### src/hdl/bcs_pkg.sv
package bcs_pkg;

    // register offsets on the management port
    localparam logic [7:0] ADDR_BUCK_TWO   = 8'h06;
    localparam logic [7:0] ADDR_BUCK_THREE = 8'h07;

    // field positions inside each status byte
    localparam int BIT_FAULT      = 7;
    localparam int BIT_RETRY      = 6;
    localparam int BIT_NEG_LIMIT  = 5;
    localparam int BIT_ZERO_CROSS = 4;
    localparam int BIT_RESERVED   = 3;
    localparam int BIT_SOFT_START = 2;
    localparam int BIT_POWER_GOOD = 1;
    localparam int BIT_ENABLE     = 0;

    // reset values
    localparam logic [7:0] STATUS_RESET = 8'h00;
    localparam logic [3:0] FLAGS_RESET  = 4'h0;

    // number of high-side overcurrent events that ends the count
    localparam int HSOC_END_COUNT = 8;
    localparam int HSOC_CNT_W     = $clog2(HSOC_END_COUNT + 1);

    // flag vector index inside the 4-bit latched group (bits 7..4)
    localparam int FL_FAULT = 3;
    localparam int FL_RETRY = 2;
    localparam int FL_NEG   = 1;
    localparam int FL_ZERO  = 0;

    // assemble one status byte from latched flags and live indications
    function automatic logic [7:0] status_byte(input logic [3:0] flags,
                                               input logic       softStartDone,
                                               input logic       powerGood,
                                               input logic       enableStatus);
        logic [7:0] b;
        b                 = STATUS_RESET;
        b[BIT_FAULT]      = flags[FL_FAULT];
        b[BIT_RETRY]      = flags[FL_RETRY];
        b[BIT_NEG_LIMIT]  = flags[FL_NEG];
        b[BIT_ZERO_CROSS] = flags[FL_ZERO];
        b[BIT_RESERVED]   = 1'b0;
        b[BIT_SOFT_START] = softStartDone;
        b[BIT_POWER_GOOD] = powerGood;
        b[BIT_ENABLE]     = enableStatus;
        return b;
    endfunction

endpackage

### src/hdl/bcs_flag_latch.sv
`timescale 1ns/100ps

// four sticky flags: a set always beats a clear in the same cycle
module bcs_flag_latch (
    input  wire logic       clk,
    input  wire logic       reset_n,
    input  wire logic       ce,
    input  wire logic [3:0] setFlags,
    input  wire logic       clearFlags,
    output logic      [3:0] flags
);

    logic [3:0] next_flags;

    ////////////////////////////////////////////////////////////////////////////
    // next value: hold, clear on read, set wins
    always_comb begin
        next_flags = flags;
        if (ce) begin
            next_flags = (flags & ~{4{clearFlags}}) | setFlags;
        end
    end

    always_ff @(posedge clk or negedge reset_n) begin
        if (!reset_n) begin
            flags <= bcs_pkg::FLAGS_RESET;
        end else begin
            flags <= next_flags;
        end
    end

endmodule // bcs_flag_latch

### src/hdl/bcs_event_counter.sv
`timescale 1ns/100ps

// counts high-side overcurrent events while power is not good
module bcs_event_counter (
    input  wire logic clk,
    input  wire logic reset_n,
    input  wire logic ce,
    input  wire logic overcurrentEvent,
    input  wire logic powerGood,
    output logic      endReached
);

    logic [bcs_pkg::HSOC_CNT_W-1:0] count;
    logic [bcs_pkg::HSOC_CNT_W-1:0] next_count;
    logic                           next_endReached;

    localparam logic [bcs_pkg::HSOC_CNT_W-1:0] LAST =
        bcs_pkg::HSOC_CNT_W'(bcs_pkg::HSOC_END_COUNT - 1);

    ////////////////////////////////////////////////////////////////////////////
    // a good output restarts the count, so isolated events never add up
    always_comb begin
        next_count      = count;
        next_endReached = 1'b0;
        if (ce) begin
            if (powerGood) begin
                next_count = '0;
            end else if (overcurrentEvent) begin
                if (count == LAST) begin
                    next_count      = '0;
                    next_endReached = 1'b1;
                end else begin
                    next_count = count + 1'b1;
                end
            end
        end else begin
            next_endReached = endReached;
        end
    end

    always_ff @(posedge clk or negedge reset_n) begin
        if (!reset_n) begin
            count      <= '0;
            endReached <= 1'b0;
        end else begin
            count      <= next_count;
            endReached <= next_endReached;
        end
    end

endmodule // bcs_event_counter

### src/hdl/bcs_status_regs.sv
`timescale 1ns/100ps

// Notes on behaviour
// - status bytes for buck two and three at 0x06/0x07
// - fault flag on retry or enabled-ramped-not-good
// - retry flag when overcurrent count ends, power bad
// - retry enable picks restart or latch-off reaction
// - negative limit flag latched on threshold reached
// - zero-cross flag latched in auto pulse-skip trips
// - bit 3 reserved, reads zero
// - soft-start-done live: enabled and ramp finished
// - power-good bit is live comparator output
// - enable-status bit is live enable
// - read clears bits 7..4; reset zeroes everything
module bcs_status_regs (
    input  wire logic       clk,
    input  wire logic       reset_n,
    input  wire logic       ce,
    input  wire logic       readStrobe,
    input  wire logic [7:0] readAddr,
    input  wire logic [1:0] regulatorEnabled,
    input  wire logic [1:0] rampFinished,
    input  wire logic [1:0] powerGoodCmp,
    input  wire logic [1:0] highSideOvercurrent,
    input  wire logic [1:0] negativeLimitHit,
    input  wire logic [1:0] autoPulseSkipMode,
    input  wire logic [1:0] zeroCrossTrip,
    input  wire logic       retryResponseEnable,
    output logic      [7:0] readData,
    output logic            readValid,
    output logic      [1:0] retryRestart,
    output logic      [1:0] retryLatchOff
);

    logic [3:0] flags      [2];
    logic [3:0] setFlags   [2];
    logic [1:0] clearFlags;
    logic [1:0] endReached;
    logic [1:0] softStartDone;
    logic [1:0] hitTwo;
    logic [7:0] next_readData;
    logic       next_readValid;
    logic [1:0] next_retryRestart;
    logic [1:0] next_retryLatchOff;

    ////////////////////////////////////////////////////////////////////////////
    // per-channel flag sources; index 0 is buck two, index 1 is buck three
    always_comb begin
        for (int c = 0; c < 2; c++) begin
            softStartDone[c] = regulatorEnabled[c] & rampFinished[c];
            setFlags[c]      = bcs_pkg::FLAGS_RESET;
            setFlags[c][bcs_pkg::FL_RETRY] = endReached[c] & ~powerGoodCmp[c];
            setFlags[c][bcs_pkg::FL_NEG]   = negativeLimitHit[c];
            // zero-cross detection only runs in auto pulse-skip mode
            setFlags[c][bcs_pkg::FL_ZERO]  = autoPulseSkipMode[c] & zeroCrossTrip[c];
            // fault follows the retry flag, latched or arriving; a read drops both together
            setFlags[c][bcs_pkg::FL_FAULT] = (flags[c][bcs_pkg::FL_RETRY] & ~clearFlags[c])
                                           | setFlags[c][bcs_pkg::FL_RETRY]
                                           | (regulatorEnabled[c] & softStartDone[c]
                                              & ~powerGoodCmp[c]);
        end
    end

    // a read of a channel's byte clears that channel's latched group
    always_comb begin
        hitTwo[0]     = readAddr == bcs_pkg::ADDR_BUCK_TWO;
        hitTwo[1]     = readAddr == bcs_pkg::ADDR_BUCK_THREE;
        clearFlags[0] = readStrobe & hitTwo[0];
        clearFlags[1] = readStrobe & hitTwo[1];
    end

    for (genvar g = 0; g < 2; g++) begin : g_chan
        bcs_event_counter u_count (
            .clk              (clk),
            .reset_n          (reset_n),
            .ce               (ce),
            .overcurrentEvent (highSideOvercurrent[g]),
            .powerGood        (powerGoodCmp[g]),
            .endReached       (endReached[g])
        );
        bcs_flag_latch u_flags (
            .clk        (clk),
            .reset_n    (reset_n),
            .ce         (ce),
            .setFlags   (setFlags[g]),
            .clearFlags (clearFlags[g]),
            .flags      (flags[g])
        );
    end

    ////////////////////////////////////////////////////////////////////////////
    // read port: data captured before the clear takes effect; unmapped reads 0
    always_comb begin
        next_readData  = readData;
        next_readValid = readValid;
        if (ce) begin
            next_readValid = readStrobe;
            next_readData  = bcs_pkg::STATUS_RESET;
            if (readStrobe) begin
                for (int c = 0; c < 2; c++) begin
                    if (hitTwo[c]) begin
                        next_readData = bcs_pkg::status_byte(flags[c], softStartDone[c],
                                            powerGoodCmp[c], regulatorEnabled[c]);
                    end
                end
            end
        end
    end

    // reaction to a new retry event: restart pulse or latch-off pulse
    always_comb begin
        next_retryRestart  = retryRestart;
        next_retryLatchOff = retryLatchOff;
        if (ce) begin
            for (int c = 0; c < 2; c++) begin
                next_retryRestart[c]  = setFlags[c][bcs_pkg::FL_RETRY]
                                        & retryResponseEnable;
                next_retryLatchOff[c] = setFlags[c][bcs_pkg::FL_RETRY]
                                        & ~retryResponseEnable;
            end
        end
    end

    always_ff @(posedge clk or negedge reset_n) begin
        if (!reset_n) begin
            readData      <= bcs_pkg::STATUS_RESET;
            readValid     <= 1'b0;
            retryRestart  <= 2'h0;
            retryLatchOff <= 2'h0;
        end else begin
            readData      <= next_readData;
            readValid     <= next_readValid;
            retryRestart  <= next_retryRestart;
            retryLatchOff <= next_retryLatchOff;
        end
    end

    ////////////////////////////////////////////////////////////////////////////
    // checks, shown on buck two; buck three shares the same logic
    property p_reserved_zero;
        @(posedge clk) disable iff (!reset_n)
        readValid |-> readData[bcs_pkg::BIT_RESERVED] == 1'b0;
    endproperty
    a_reserved_zero: assert property (p_reserved_zero)
        else $error("reserved bit read as one");

    property p_unmapped_zero;
        @(posedge clk) disable iff (!reset_n)
        (ce && readStrobe && !hitTwo[0] && !hitTwo[1]) |=> readValid && readData == 8'h00;
    endproperty
    a_unmapped_zero: assert property (p_unmapped_zero)
        else $error("unmapped read returned data");

    property p_fault_set;
        @(posedge clk) disable iff (!reset_n)
        (ce && regulatorEnabled[0] && rampFinished[0] && !powerGoodCmp[0])
            |=> flags[0][bcs_pkg::FL_FAULT];
    endproperty
    a_fault_set: assert property (p_fault_set)
        else $error("fault flag missed power-good loss");

    property p_retry_set;
        @(posedge clk) disable iff (!reset_n)
        (ce && endReached[0] && !powerGoodCmp[0])
            |=> flags[0][bcs_pkg::FL_RETRY] && flags[0][bcs_pkg::FL_FAULT];
    endproperty
    a_retry_set: assert property (p_retry_set)
        else $error("retry flag or following fault not latched");

    property p_neg_limit;
        @(posedge clk) disable iff (!reset_n)
        (ce && negativeLimitHit[0] && clearFlags[0]) |=> flags[0][bcs_pkg::FL_NEG];
    endproperty
    a_neg_limit: assert property (p_neg_limit)
        else $error("negative limit lost during clearing read");

    property p_zero_cross_cause;
        @(posedge clk) disable iff (!reset_n)
        $rose(flags[0][bcs_pkg::FL_ZERO])
            |-> $past(ce && autoPulseSkipMode[0] && zeroCrossTrip[0]);
    endproperty
    a_zero_cross_cause: assert property (p_zero_cross_cause)
        else $error("zero-cross flag set outside pulse-skip trip");

    property p_read_clears;
        @(posedge clk) disable iff (!reset_n)
        (ce && clearFlags[0] && setFlags[0] == 4'h0) |=> flags[0] == 4'h0;
    endproperty
    a_read_clears: assert property (p_read_clears)
        else $error("read did not clear latched flags");

    property p_live_bits;
        @(posedge clk) disable iff (!reset_n)
        (ce && readStrobe && hitTwo[0]) |=> readData[2:0] ==
            {$past(regulatorEnabled[0] & rampFinished[0]), $past(powerGoodCmp[0]),
             $past(regulatorEnabled[0])};
    endproperty
    a_live_bits: assert property (p_live_bits)
        else $error("live status bits wrong");

    property p_reaction;
        @(posedge clk) disable iff (!reset_n)
        (ce && setFlags[0][bcs_pkg::FL_RETRY])
            |=> retryRestart[0] == $past(retryResponseEnable)
                && retryLatchOff[0] == !$past(retryResponseEnable);
    endproperty
    a_reaction: assert property (p_reaction)
        else $error("retry reaction does not follow enable bit");

    ////////////////////////////////////////////////////////////////////////////
    // buck three checks, then further checks on flags, reactions, end count and read port
    property p_retry_set_three;
        @(posedge clk) disable iff (!reset_n)
        (ce && endReached[1] && !powerGoodCmp[1])
            |=> flags[1][bcs_pkg::FL_RETRY] && flags[1][bcs_pkg::FL_FAULT];
    endproperty
    a_retry_set_three: assert property (p_retry_set_three)
        else $error("buck three retry or fault flag not latched");

    property p_neg_limit_set;
        @(posedge clk) disable iff (!reset_n)
        (ce && negativeLimitHit[1]) |=> flags[1][bcs_pkg::FL_NEG];
    endproperty
    a_neg_limit_set: assert property (p_neg_limit_set)
        else $error("buck three negative limit not latched");

    property p_zero_cross_three;
        @(posedge clk) disable iff (!reset_n)
        (ce && autoPulseSkipMode[1] && zeroCrossTrip[1])
            |=> flags[1][bcs_pkg::FL_ZERO];
    endproperty
    a_zero_cross_three: assert property (p_zero_cross_three)
        else $error("buck three zero-cross trip not latched");

    // without pulse-skip mode a comparator trip must leave the flag low
    property p_zero_cross_blocked;
        @(posedge clk) disable iff (!reset_n)
        (ce && !autoPulseSkipMode[0] && !flags[0][bcs_pkg::FL_ZERO])
            |=> !flags[0][bcs_pkg::FL_ZERO];
    endproperty
    a_zero_cross_blocked: assert property (p_zero_cross_blocked)
        else $error("zero-cross flag set outside pulse-skip mode");

    property p_read_clears_three;
        @(posedge clk) disable iff (!reset_n)
        (ce && clearFlags[1] && setFlags[1] == 4'h0) |=> flags[1] == 4'h0;
    endproperty
    a_read_clears_three: assert property (p_read_clears_three)
        else $error("buck three read did not clear latched flags");

    property p_live_bits_three;
        @(posedge clk) disable iff (!reset_n)
        (ce && readStrobe && hitTwo[1]) |=> readData[2:0] ==
            {$past(regulatorEnabled[1] & rampFinished[1]), $past(powerGoodCmp[1]),
             $past(regulatorEnabled[1])};
    endproperty
    a_live_bits_three: assert property (p_live_bits_three)
        else $error("buck three live status bits wrong");

    property p_reaction_three;
        @(posedge clk) disable iff (!reset_n)
        (ce && setFlags[1][bcs_pkg::FL_RETRY])
            |=> retryRestart[1] == $past(retryResponseEnable)
                && retryLatchOff[1] == !$past(retryResponseEnable);
    endproperty
    a_reaction_three: assert property (p_reaction_three)
        else $error("buck three retry reaction does not follow enable bit");

    // the two reactions exclude each other on every channel
    property p_reaction_exclusive;
        @(posedge clk) disable iff (!reset_n)
        (retryRestart & retryLatchOff) == 2'h0;
    endproperty
    a_reaction_exclusive: assert property (p_reaction_exclusive)
        else $error("restart and latch-off raised together");

    // retry without fault would hide the event from software that polls fault only
    property p_retry_implies_fault;
        @(posedge clk) disable iff (!reset_n)
        !(flags[0][bcs_pkg::FL_RETRY] && !flags[0][bcs_pkg::FL_FAULT])
            && !(flags[1][bcs_pkg::FL_RETRY] && !flags[1][bcs_pkg::FL_FAULT]);
    endproperty
    a_retry_implies_fault: assert property (p_retry_implies_fault)
        else $error("retry flag latched without fault flag");

    // the end-count pulse only follows a counted event while power is not good
    property p_end_count_cause;
        @(posedge clk) disable iff (!reset_n)
        $rose(endReached[0])
            |-> $past(ce && highSideOvercurrent[0] && !powerGoodCmp[0]);
    endproperty
    a_end_count_cause: assert property (p_end_count_cause)
        else $error("end-count pulse without a counted event");

    // every enabled cycle answers: a read raises valid, an idle cycle zeroes the data
    property p_read_answer;
        @(posedge clk) disable iff (!reset_n)
        ce |=> readValid == $past(readStrobe)
            && (readValid || readData == 8'h00);
    endproperty
    a_read_answer: assert property (p_read_answer)
        else $error("read port answer out of step");

    // a low clock enable freezes latched flags and the read port alike
    property p_freeze;
        @(posedge clk) disable iff (!reset_n)
        !ce |=> $stable(flags[0]) && $stable(flags[1])
            && $stable(readValid) && $stable(readData);
    endproperty
    a_freeze: assert property (p_freeze)
        else $error("state moved while clock enable low");

endmodule // bcs_status_regs

### config.mk
export PLATFORM = sky130hd
export DESIGN_NAME = bcs_status_regs
export DESIGN_NICKNAME = d
export VERILOG_FILES = /design/src/hdl/bcs_pkg.sv /design/src/hdl/bcs_flag_latch.sv /design/src/hdl/bcs_event_counter.sv /design/src/hdl/bcs_status_regs.sv
export SDC_FILE = /design/constraint.sdc
export NUM_CORES = 1
export LEC_CHECK = 0
export BUFFER_PORTS_ARGS = -buffer_cell sky130_fd_sc_hd__buf_2
export CAP_MARGIN = 20
export CORE_ASPECT_RATIO = 0.5
export CORE_MARGIN = 1
export CORE_UTILIZATION = 43
export CTS_BUF_LIST = sky130_fd_sc_hd__clkbuf_8
export CTS_CLUSTER_SIZE = 8
export DETAILED_ROUTE_END_ITERATION = 8
export HOLD_SLACK_MARGIN = 0.05
export PLACE_DENSITY = 0.69
export SETUP_SLACK_MARGIN = 0.2
export SLEW_MARGIN = 10
export SYNTH_ARGS = -nofsm -noshare
export SYNTH_HDL_FRONTEND = slang
export SYNTH_SLANG_ARGS = --single-unit
### constraint.sdc
create_clock -name clk -period 1.38 [get_ports clk]
set_clock_uncertainty 0.05 [all_clocks]
set_input_delay 0.276 -clock clk [delete_from_list [all_inputs] [get_ports clk]]
set_output_delay 0.276 -clock clk [all_outputs]
set_load 0.005 [all_outputs]
==> impl_metrics.json, run 1 <==
{
  "post_synth_instance_area_mm2": 0.00148,
  "routedWlPerCell_um": 16.1,
  "worstSetupStartpointType": "input pin",
  "cp.required_ps": 1500,
  "grt_pass1_vias": 1266,
  "tritoncts": "done",
  "seq_power_share_pct": 40.0,
  "number_of_placed_i_o_pins": 40,
  "setup.worst_path.end": "g_chan[0].u_flags.flags[0]$_DFFE_PN0P_",
  "postSynthRegisterBits": 30,
  "critical-path-top-cell-by-count": "sky130_fd_sc_hd__or4_4",
  "slowest_delay_ps": 540,
  "syn_to_final_growth_pct": 39.3,
  "synth_cell_types": 37,
  "cts-htree-levels": 2,
  "type_of_the_worst_setup_path": "in -> reg",
  "design.final.nets": 221,
  "core-area_mm2": 0.00314,
  "drt-vias-per-instance": 5.63,
  "die_h_um": 43.5,
  "postRouteAntennaNets": 0,
  "cts_buffers": 5,
  "synth_warnings": 0,
  "power.internal_mw": 1.88,
  "r2r_start": "g_chan[1].u_count.endReached$_DFFE_PN0P_",
  "cap_viol_max_count": 0,
  "hold_class": "in -> reg",
  "power.static_leakage_nw": 0.991,
  "number_of_clock_sinks_seen_by_cts": 30,
  "async_reset_ff_share_pct": 100,
  "clock_pin_slew_on_the_worst_setup_and_hold_paths_ps": 70,
  "root_buffer": "sky130_fd_sc_hd__clkbuf_8",
  "reg2regPathDepth": 3,
  "critical_path.reg2reg.endpoint": "g_chan[1].u_flags.flags[3]$_DFFE_PN0P_",
  "syn_avg_cell_area_um2": 11.0,
  "clk-insertion-delay-late_ps": 290,
  "power_per_cell_area_mw_per_mm2": 1180,
  "synthCells": 135,
  "grt_use_total_pct": 22.3,
  "yosys_most_used_dff": "sky130_fd_sc_hd__dfrtp_1",
  "die_width_um": 85.1,
  "switchingPower_uw": 558,
  "setup_repair_after_global_routing_missed_its_margin": "yes",
  "master_of_the_slowest_instance_on_the_critical_path": "sky130_fd_sc_hd__or4_4",
  "gpl.final_weighted_congestion": 0.746,
  "via_count": 1312,
  "buffers_from_clock_root_to_sink_at_most": 2,
  "cp_top_family": "simple AND/OR/NAND/NOR gates",
  "status": "finished, violations left",
  "critical_path_arrival_ps": 1550,
  "worst_slack_ps": -55.9,
  "insertedDiodeCount": 0,
  "synth_seq_area_share_pct": 50.6,
  "start_util_pct": 47.3,
  "synth_fp_nets": 164,
  "failing_checks": "setup timing",
  "antenna_found_initial": 0,
  "crit_start": "readAddr[5]",
  "max_clock_freq_ghz": 0.696,
  "utilization_pct": 65.9,
  "synth-edff-count": 0,
  "post-dp-hpwl_um": 2590,
  "post_route_cells_drive_above_1_share_pct": 41.5,
  "switching_share_pct": 22.9,
  "setup_viol": 2,
  "critPathBufInv": 1,
  "cp_max_fo": 3,
  "cp_cell_sequence": "buf_6 -> or4_4 -> or4_4 -> a32o_1",
  "post-route-drc-count": 0,
  "period_minus_slack_ps": 1440,
  "fp-row-count": 14,
  "setup.worst_path.end_class": "register",
  "floorplan_die_area_mm2": 0.00370,
  "initialDrtViolationCount": 54,
  "maximum_number_of_pins_on_one_net_before_global_route_repair": 31,
  "grt.overflow.total": 0,
  "timing.final.crit_share_pct": 104,
  "number_of_detailed_routing_iterations_run_before_antenna_repair": 4,
  "share_clk_of_total_power_pct": 45.5,
  "worst_hold_check_slack_ps": 168,
  "grt_first_pass_wirelength_um": 6140,
  "numPortBuffers": 38,
  "power.share.combinational_pct": 14.4,
  "final_hold_viol_count": 0,
  "setup.reg_to_reg.worst_slack_ps": 70,
  "max-vdd-ir-drop_mv": 0.674,
  "detail_route.wirelength_um": 3750,
  "worstSetupPathDepth": 4,
  "slew_viol_final": 0
}
## layout make-up
class                   count  area, µm²
flip-flops and latches     30        751
fillers                   258       1070
repair buffers             57        369
clock inverters             2       60.1
inverters                   5       18.8
multi-input cells          93        736
well taps                  40       50.0
clock buffers               6       82.6
## worst min-delay path by stage
stage / start / end / slack, ps / cells after the start
floorplan: reset_n / g_chan[0].u_count.count[0]$_DFFE_PN0P_ / -70 / 0
global placement: reset_n / readValid$_DFFE_PN0P_ / 260 / 2
detailed placement: reset_n / readData[0]$_DFFE_PN0P_ / 260 / 2
CTS: negativeLimitHit[0] / g_chan[0].u_flags.flags[1]$_DFFE_PN0P_ / 160 / 2
global route: negativeLimitHit[0] / g_chan[0].u_flags.flags[1]$_DFFE_PN0P_ / 180 / 2
finish: negativeLimitHit[0] / g_chan[0].u_flags.flags[1]$_DFFE_PN0P_ / 170 / 2
## through the flow
step                cell area [µm²]  worst slack (ps)  power (mW)  TNS [ps]  instances
floorplan                      1490              -220        1.14      -587        135
global placement               1800              -353        1.27     -1880        219
detailed placement             1800              -370        1.28     -1950        219
CTS                            2030             -51.9        2.43     -75.6        233
global route                   2070             -67.6        2.53      -133        233
finish                         2070             -55.9        2.44      -102        233
## cell families after synthesis
kind of cell             count (synthesis)  synth area share, %
buffers and inverters                   12                 3.29
AO/OA/AOI/OAI                           42                 22.7
multiplexers                             9                 6.66
adder cells (fa/ha/maj)                  2                 1.69
AND/OR/NAND/NOR                         39                 14.8
other                                    1                0.253
flip-flops                              30                 50.6
## cell usage after synthesis (3+ instances only)
| cell type | n | area [µm²] |
|---|---|---|
| sky130_fd_sc_hd__a32o_1 | 3 | 30.0 |
| sky130_fd_sc_hd__mux2_2 | 7 | 78.8 |
| sky130_fd_sc_hd__a21oi_1 | 3 | 15.0 |
| sky130_fd_sc_hd__o2bb2ai_1 | 16 | 140 |
| sky130_fd_sc_hd__nand2_1 | 16 | 60.1 |
| sky130_fd_sc_hd__inv_1 | 5 | 18.8 |
| sky130_fd_sc_hd__a22o_1 | 3 | 26.3 |
| sky130_fd_sc_hd__clkbuf_1 | 3 | 11.3 |
| sky130_fd_sc_hd__dfrtp_1 | 30 | 751 |
| sky130_fd_sc_hd__buf_1 | 3 | 11.3 |
| sky130_fd_sc_hd__nor2b_1 | 4 | 25.0 |
| sky130_fd_sc_hd__a31oi_1 | 3 | 18.8 |
| sky130_fd_sc_hd__nand4_1 | 4 | 25.0 |
## what timing repair did
action | CTS | global route
hold buffers | 1 | 0
setup buffers | 5 | 0
pin swaps | 10 | 7
endpoints found under the setup margin | 12 | 16
resized for setup | 8 | 7
endpoints found under the hold margin | 30 | 0
## metal layers
metal | GRT usage [%] | routed length (µm) | vias up
met5 | 0 | 0 | -
met4 | 8.14 | 52 | 0
met2 | 34.2 | 1720 | 32
met3 | 6.67 | 189 | 6
met1 | 30.4 | 1790 | 640
li1 | - | - | 634
## placed cells by master (no fill, tap or decap), drive strengths merged, types with 3 or more instances in the layout
| cell type | count |
|---|---|
| nand2 | 16 |
| a31oi | 3 |
| a32o | 3 |
| dfrtp | 30 |
| nand4 | 4 |
| mux2 | 7 |
| a22o | 3 |
| nor2b | 4 |
| a21oi | 3 |
| inv | 5 |
| clkbuf | 6 |
| o2bb2ai | 16 |
| buf | 56 |
## sequential cells by signal (all words and copies together), names as in the netlist
name / flops
g_chan.u_count.count: 8
g_chan.u_flags.flags: 8
readData: 7
g_chan.u_count.endReached: 2
retryLatchOff: 2
retryRestart: 2
readValid: 1
## power groups by stage
stage                     clock (mW)  combinational, mW  sequential (mW)
after floorplan                    0              0.159            0.983
after global placement             0              0.276            0.993
after detailed placement           0              0.282            0.995
after CTS                       1.12              0.338            0.973
after global routing            1.16              0.394            0.984
final                           1.11              0.352            0.976
No activity file was read; power rests on OpenSTA's default activity.
==> run 2, diff against run 1 <==
ABC_CLOCK_PERIOD_IN_PS = 1380   (was not set)
CELL_PAD_IN_SITES_DETAIL_PLACEMENT = 1   (was not set)
CELL_PAD_IN_SITES_GLOBAL_PLACEMENT = 1   (was not set)
CORE_UTILIZATION = 41   (was 43)
PLACE_DENSITY = 0.83   (was 0.69)
==> run 2 against run 1 <==
The run still ends with setup timing left. Critical path depth is the same. Via count grew 8.0%. Die area grew 4.7%. Cell count grew 5.6%. Sequential cell count is the same. Worst setup slack lost 19 ps. Core utilization shrank 1.8 points. Clock power shrank 32%. First-iteration DRC count grew 59%. Register-to-register slack gained 110 ps. Sequential share of layout area shrank 2.4 points. Largest cell class is now multi-input combinational cells.
==> impl_metrics.json, run 2 (synthesis gave the netlist of run 1 again) <==
{
  "reg2regPathDepth": 3,
  "fill_cells": 378,
  "hold_path_end": "g_chan[0].u_flags.flags[0]$_DFFE_PN0P_",
  "cts-htree-levels": 2,
  "slew_viol_final": 0,
  "buffers_from_clock_root_to_sink_at_most": 2,
  "tns_ps": -177,
  "biggestRegsByFlops": "g_chan.u_count.count (8), g_chan.u_flags.flags (8), readData (7)",
  "cp.required_ps": 1510,
  "initialDrtViolationCount": 86,
  "setup_viol": 4,
  "seq_power_share_pct": 45.3,
  "drt-vias-per-instance": 5.76,
  "die_width_um": 87.1,
  "critical_path.reg2reg.endpoint": "g_chan[1].u_flags.flags[3]$_DFFE_PN0P_",
  "mostFrequentLayoutCells": "36 x sky130_fd_sc_hd__buf_2, 30 x sky130_fd_sc_hd__dfrtp_1, 15 x sky130_fd_sc_hd__nand2_1, 15 x sky130_fd_sc_hd__buf_4, 10 x sky130_fd_sc_hd__o2bb2ai_1",
  "instances_no_fill": 246,
  "final_hold_viol_count": 0,
  "fin_total_pwr_mw": 2.19,
  "grt_first_pass_wirelength_um": 7380,
  "worstSetupStartpointType": "input pin",
  "final_common_cell": "sky130_fd_sc_hd__buf_2",
  "insertedDiodeCount": 0,
  "min_from": "zeroCrossTrip[0]",
  "power.static_leakage_nw": 1.01,
  "post_route_cells_drive_above_1_share_pct": 49.2,
  "grt_use_total_pct": 25.7,
  "number_of_clock_sinks_seen_by_cts": 30,
  "worst_slack_ps": -75.4,
  "root_buffer": "sky130_fd_sc_hd__clkbuf_8",
  "clock_pin_slew_on_the_worst_setup_and_hold_paths_ps": 70,
  "via_count": 1417,
  "utilization_pct": 64.2,
  "timing.final.crit_share_pct": 105,
  "post-dp-hpwl_um": 2850,
  "floorplan_die_area_mm2": 0.00388,
  "post_dp_cell_area_mm2": 0.00180,
  "postRouteAntennaNets": 0,
  "core-area_mm2": 0.00345,
  "start_util_pct": 43.0,
  "setup_repair_after_global_routing_missed_its_margin": "yes",
  "grt.overflow.total": 0,
  "failing_checks": "setup timing",
  "cp_max_fo": 3,
  "gpl.final_weighted_congestion": 0.753,
  "master_of_the_slowest_instance_on_the_critical_path": "sky130_fd_sc_hd__or4_4",
  "period_minus_slack_ps": 1460,
  "final_area_mm2": 0.00222,
  "power.share.combinational_pct": 20.4,
  "cts_buffers": 5,
  "post-route-drc-count": 0,
  "switching_share_pct": 29.7,
  "number_of_placed_i_o_pins": 40,
  "tritoncts": "done",
  "syn_to_final_growth_pct": 49.3,
  "cap_viol_max_count": 0,
  "setup.reg_to_reg.worst_slack_ps": 180,
  "switchingPower_uw": 650,
  "r2r_start": "g_chan[1].u_count.endReached$_DFFE_PN0P_",
  "cp_cell_sequence": "buf_6 -> or4_4 -> or4_4 -> a22o_1",
  "crit_start": "readAddr[5]",
  "grt_pass1_vias": 1440,
  "power_per_cell_area_mw_per_mm2": 988,
  "slowest_delay_ps": 540,
  "design.final.nets": 223,
  "numPortBuffers": 38,
  "worstMarginPinSlew_ps": 477,
  "fp-row-count": 15,
  "number_of_detailed_routing_iterations_run_before_antenna_repair": 4,
  "routedWlPerCell_um": 21.5,
  "max_clock_freq_ghz": 0.687,
  "clk-insertion-delay-late_ps": 280,
  "die_h_um": 44.5,
  "number_of_stages_on_the_worst_hold_path": 2,
  "antenna_found_initial": 0,
  "status": "finished, violations left",
  "type_of_the_worst_setup_path": "in -> reg",
  "timing.slew.headroom_pct": 67.4,
  "max-vdd-ir-drop_mv": 0.424,
  "share_clk_of_total_power_pct": 34.3,
  "critical-path-top-cell-by-count": "sky130_fd_sc_hd__or4_4",
  "power.internal_mw": 1.54,
  "detail_route.wirelength_um": 5290,
  "place.detailed.instances": 228,
  "critical_path_arrival_ps": 1580,
  "setup.worst_path.end_class": "register",
  "maximum_number_of_pins_on_one_net_before_global_route_repair": 31,
  "hold_class": "in -> reg"
}
[run 2: metal layers]
layer | GRT usage, % | vias up | wire length (µm)
met5 | 0 | - | 0
li1 | - | 634 | -
met2 | 43.8 | 48 | 2520
met1 | 33.7 | 715 | 2350
met4 | 6.67 | 0 | 156
met3 | 5.97 | 20 | 254
[run 2: power groups by stage]
stage	clock network [mW]	registers, mW	logic, mW
2_1_floorplan	0	0.983	0.159
3_3_place_gp	0	0.992	0.270
3_5_place_dp	0	0.996	0.288
4_1_cts	0.747	0.978	0.358
5_1_grt	0.798	0.997	0.482
6_report	0.751	0.991	0.447
[run 2: worst max-delay path: cells and delay by family]
kind / cells / cell delay [ps]
compound gates: 1 / 220
buf+inv: 1 / 100
simple gates: 2 / 990
[run 2: cell type report]
| class | instances | area, µm² | area share [%] |
|---|---|---|---|
| clock buffers | 6 | 82.6 | 3.73 |
| clock inverters | 2 | 8.76 | 0.395 |
| inverters | 5 | 18.8 | 0.847 |
| multi-input cells | 93 | 910 | 41.1 |
| flip-flops and latches | 30 | 751 | 33.9 |
| well taps | 51 | 63.8 | 2.88 |
| repair buffers | 59 | 382 | 17.2 |
[run 2: worst max path at each step]
stage,to,cells after the start,slack (ps)
3_5_place_dp,g_chan[0].u_flags.flags[0]$_DFFE_PN0P_,4,-370
6_report,g_chan[0].u_flags.flags[1]$_DFFE_PN0P_,4,-80
4_1_cts,g_chan[0].u_flags.flags[0]$_DFFE_PN0P_,4,-50
3_3_place_gp,g_chan[0].u_flags.flags[0]$_DFFE_PN0P_,4,-360
2_1_floorplan,g_chan[0].u_flags.flags[0]$_DFFE_PN0P_,3,-220
5_1_grt,g_chan[1].u_flags.flags[0]$_DFFE_PN0P_,7,-90
[run 2: metrics by stage]
stage / hold slack, ps / setup slack (ps)
after floorplan: -69.6 / -220
after global routing: 182 / -86.5
after CTS: 161 / -54.1
final: 180 / -75.4
after detailed placement: 268 / -373
after global placement: 262 / -356
[run 2: repair_timing]
action                                 4_1_cts  5_1_grt
setup buffers                                5        4
setup endpoints to repair                   20       18
hold buffers                                 1        0
gates resized for setup                     12       28
endpoints found under the hold margin       30        0
pin swaps                                    6       19
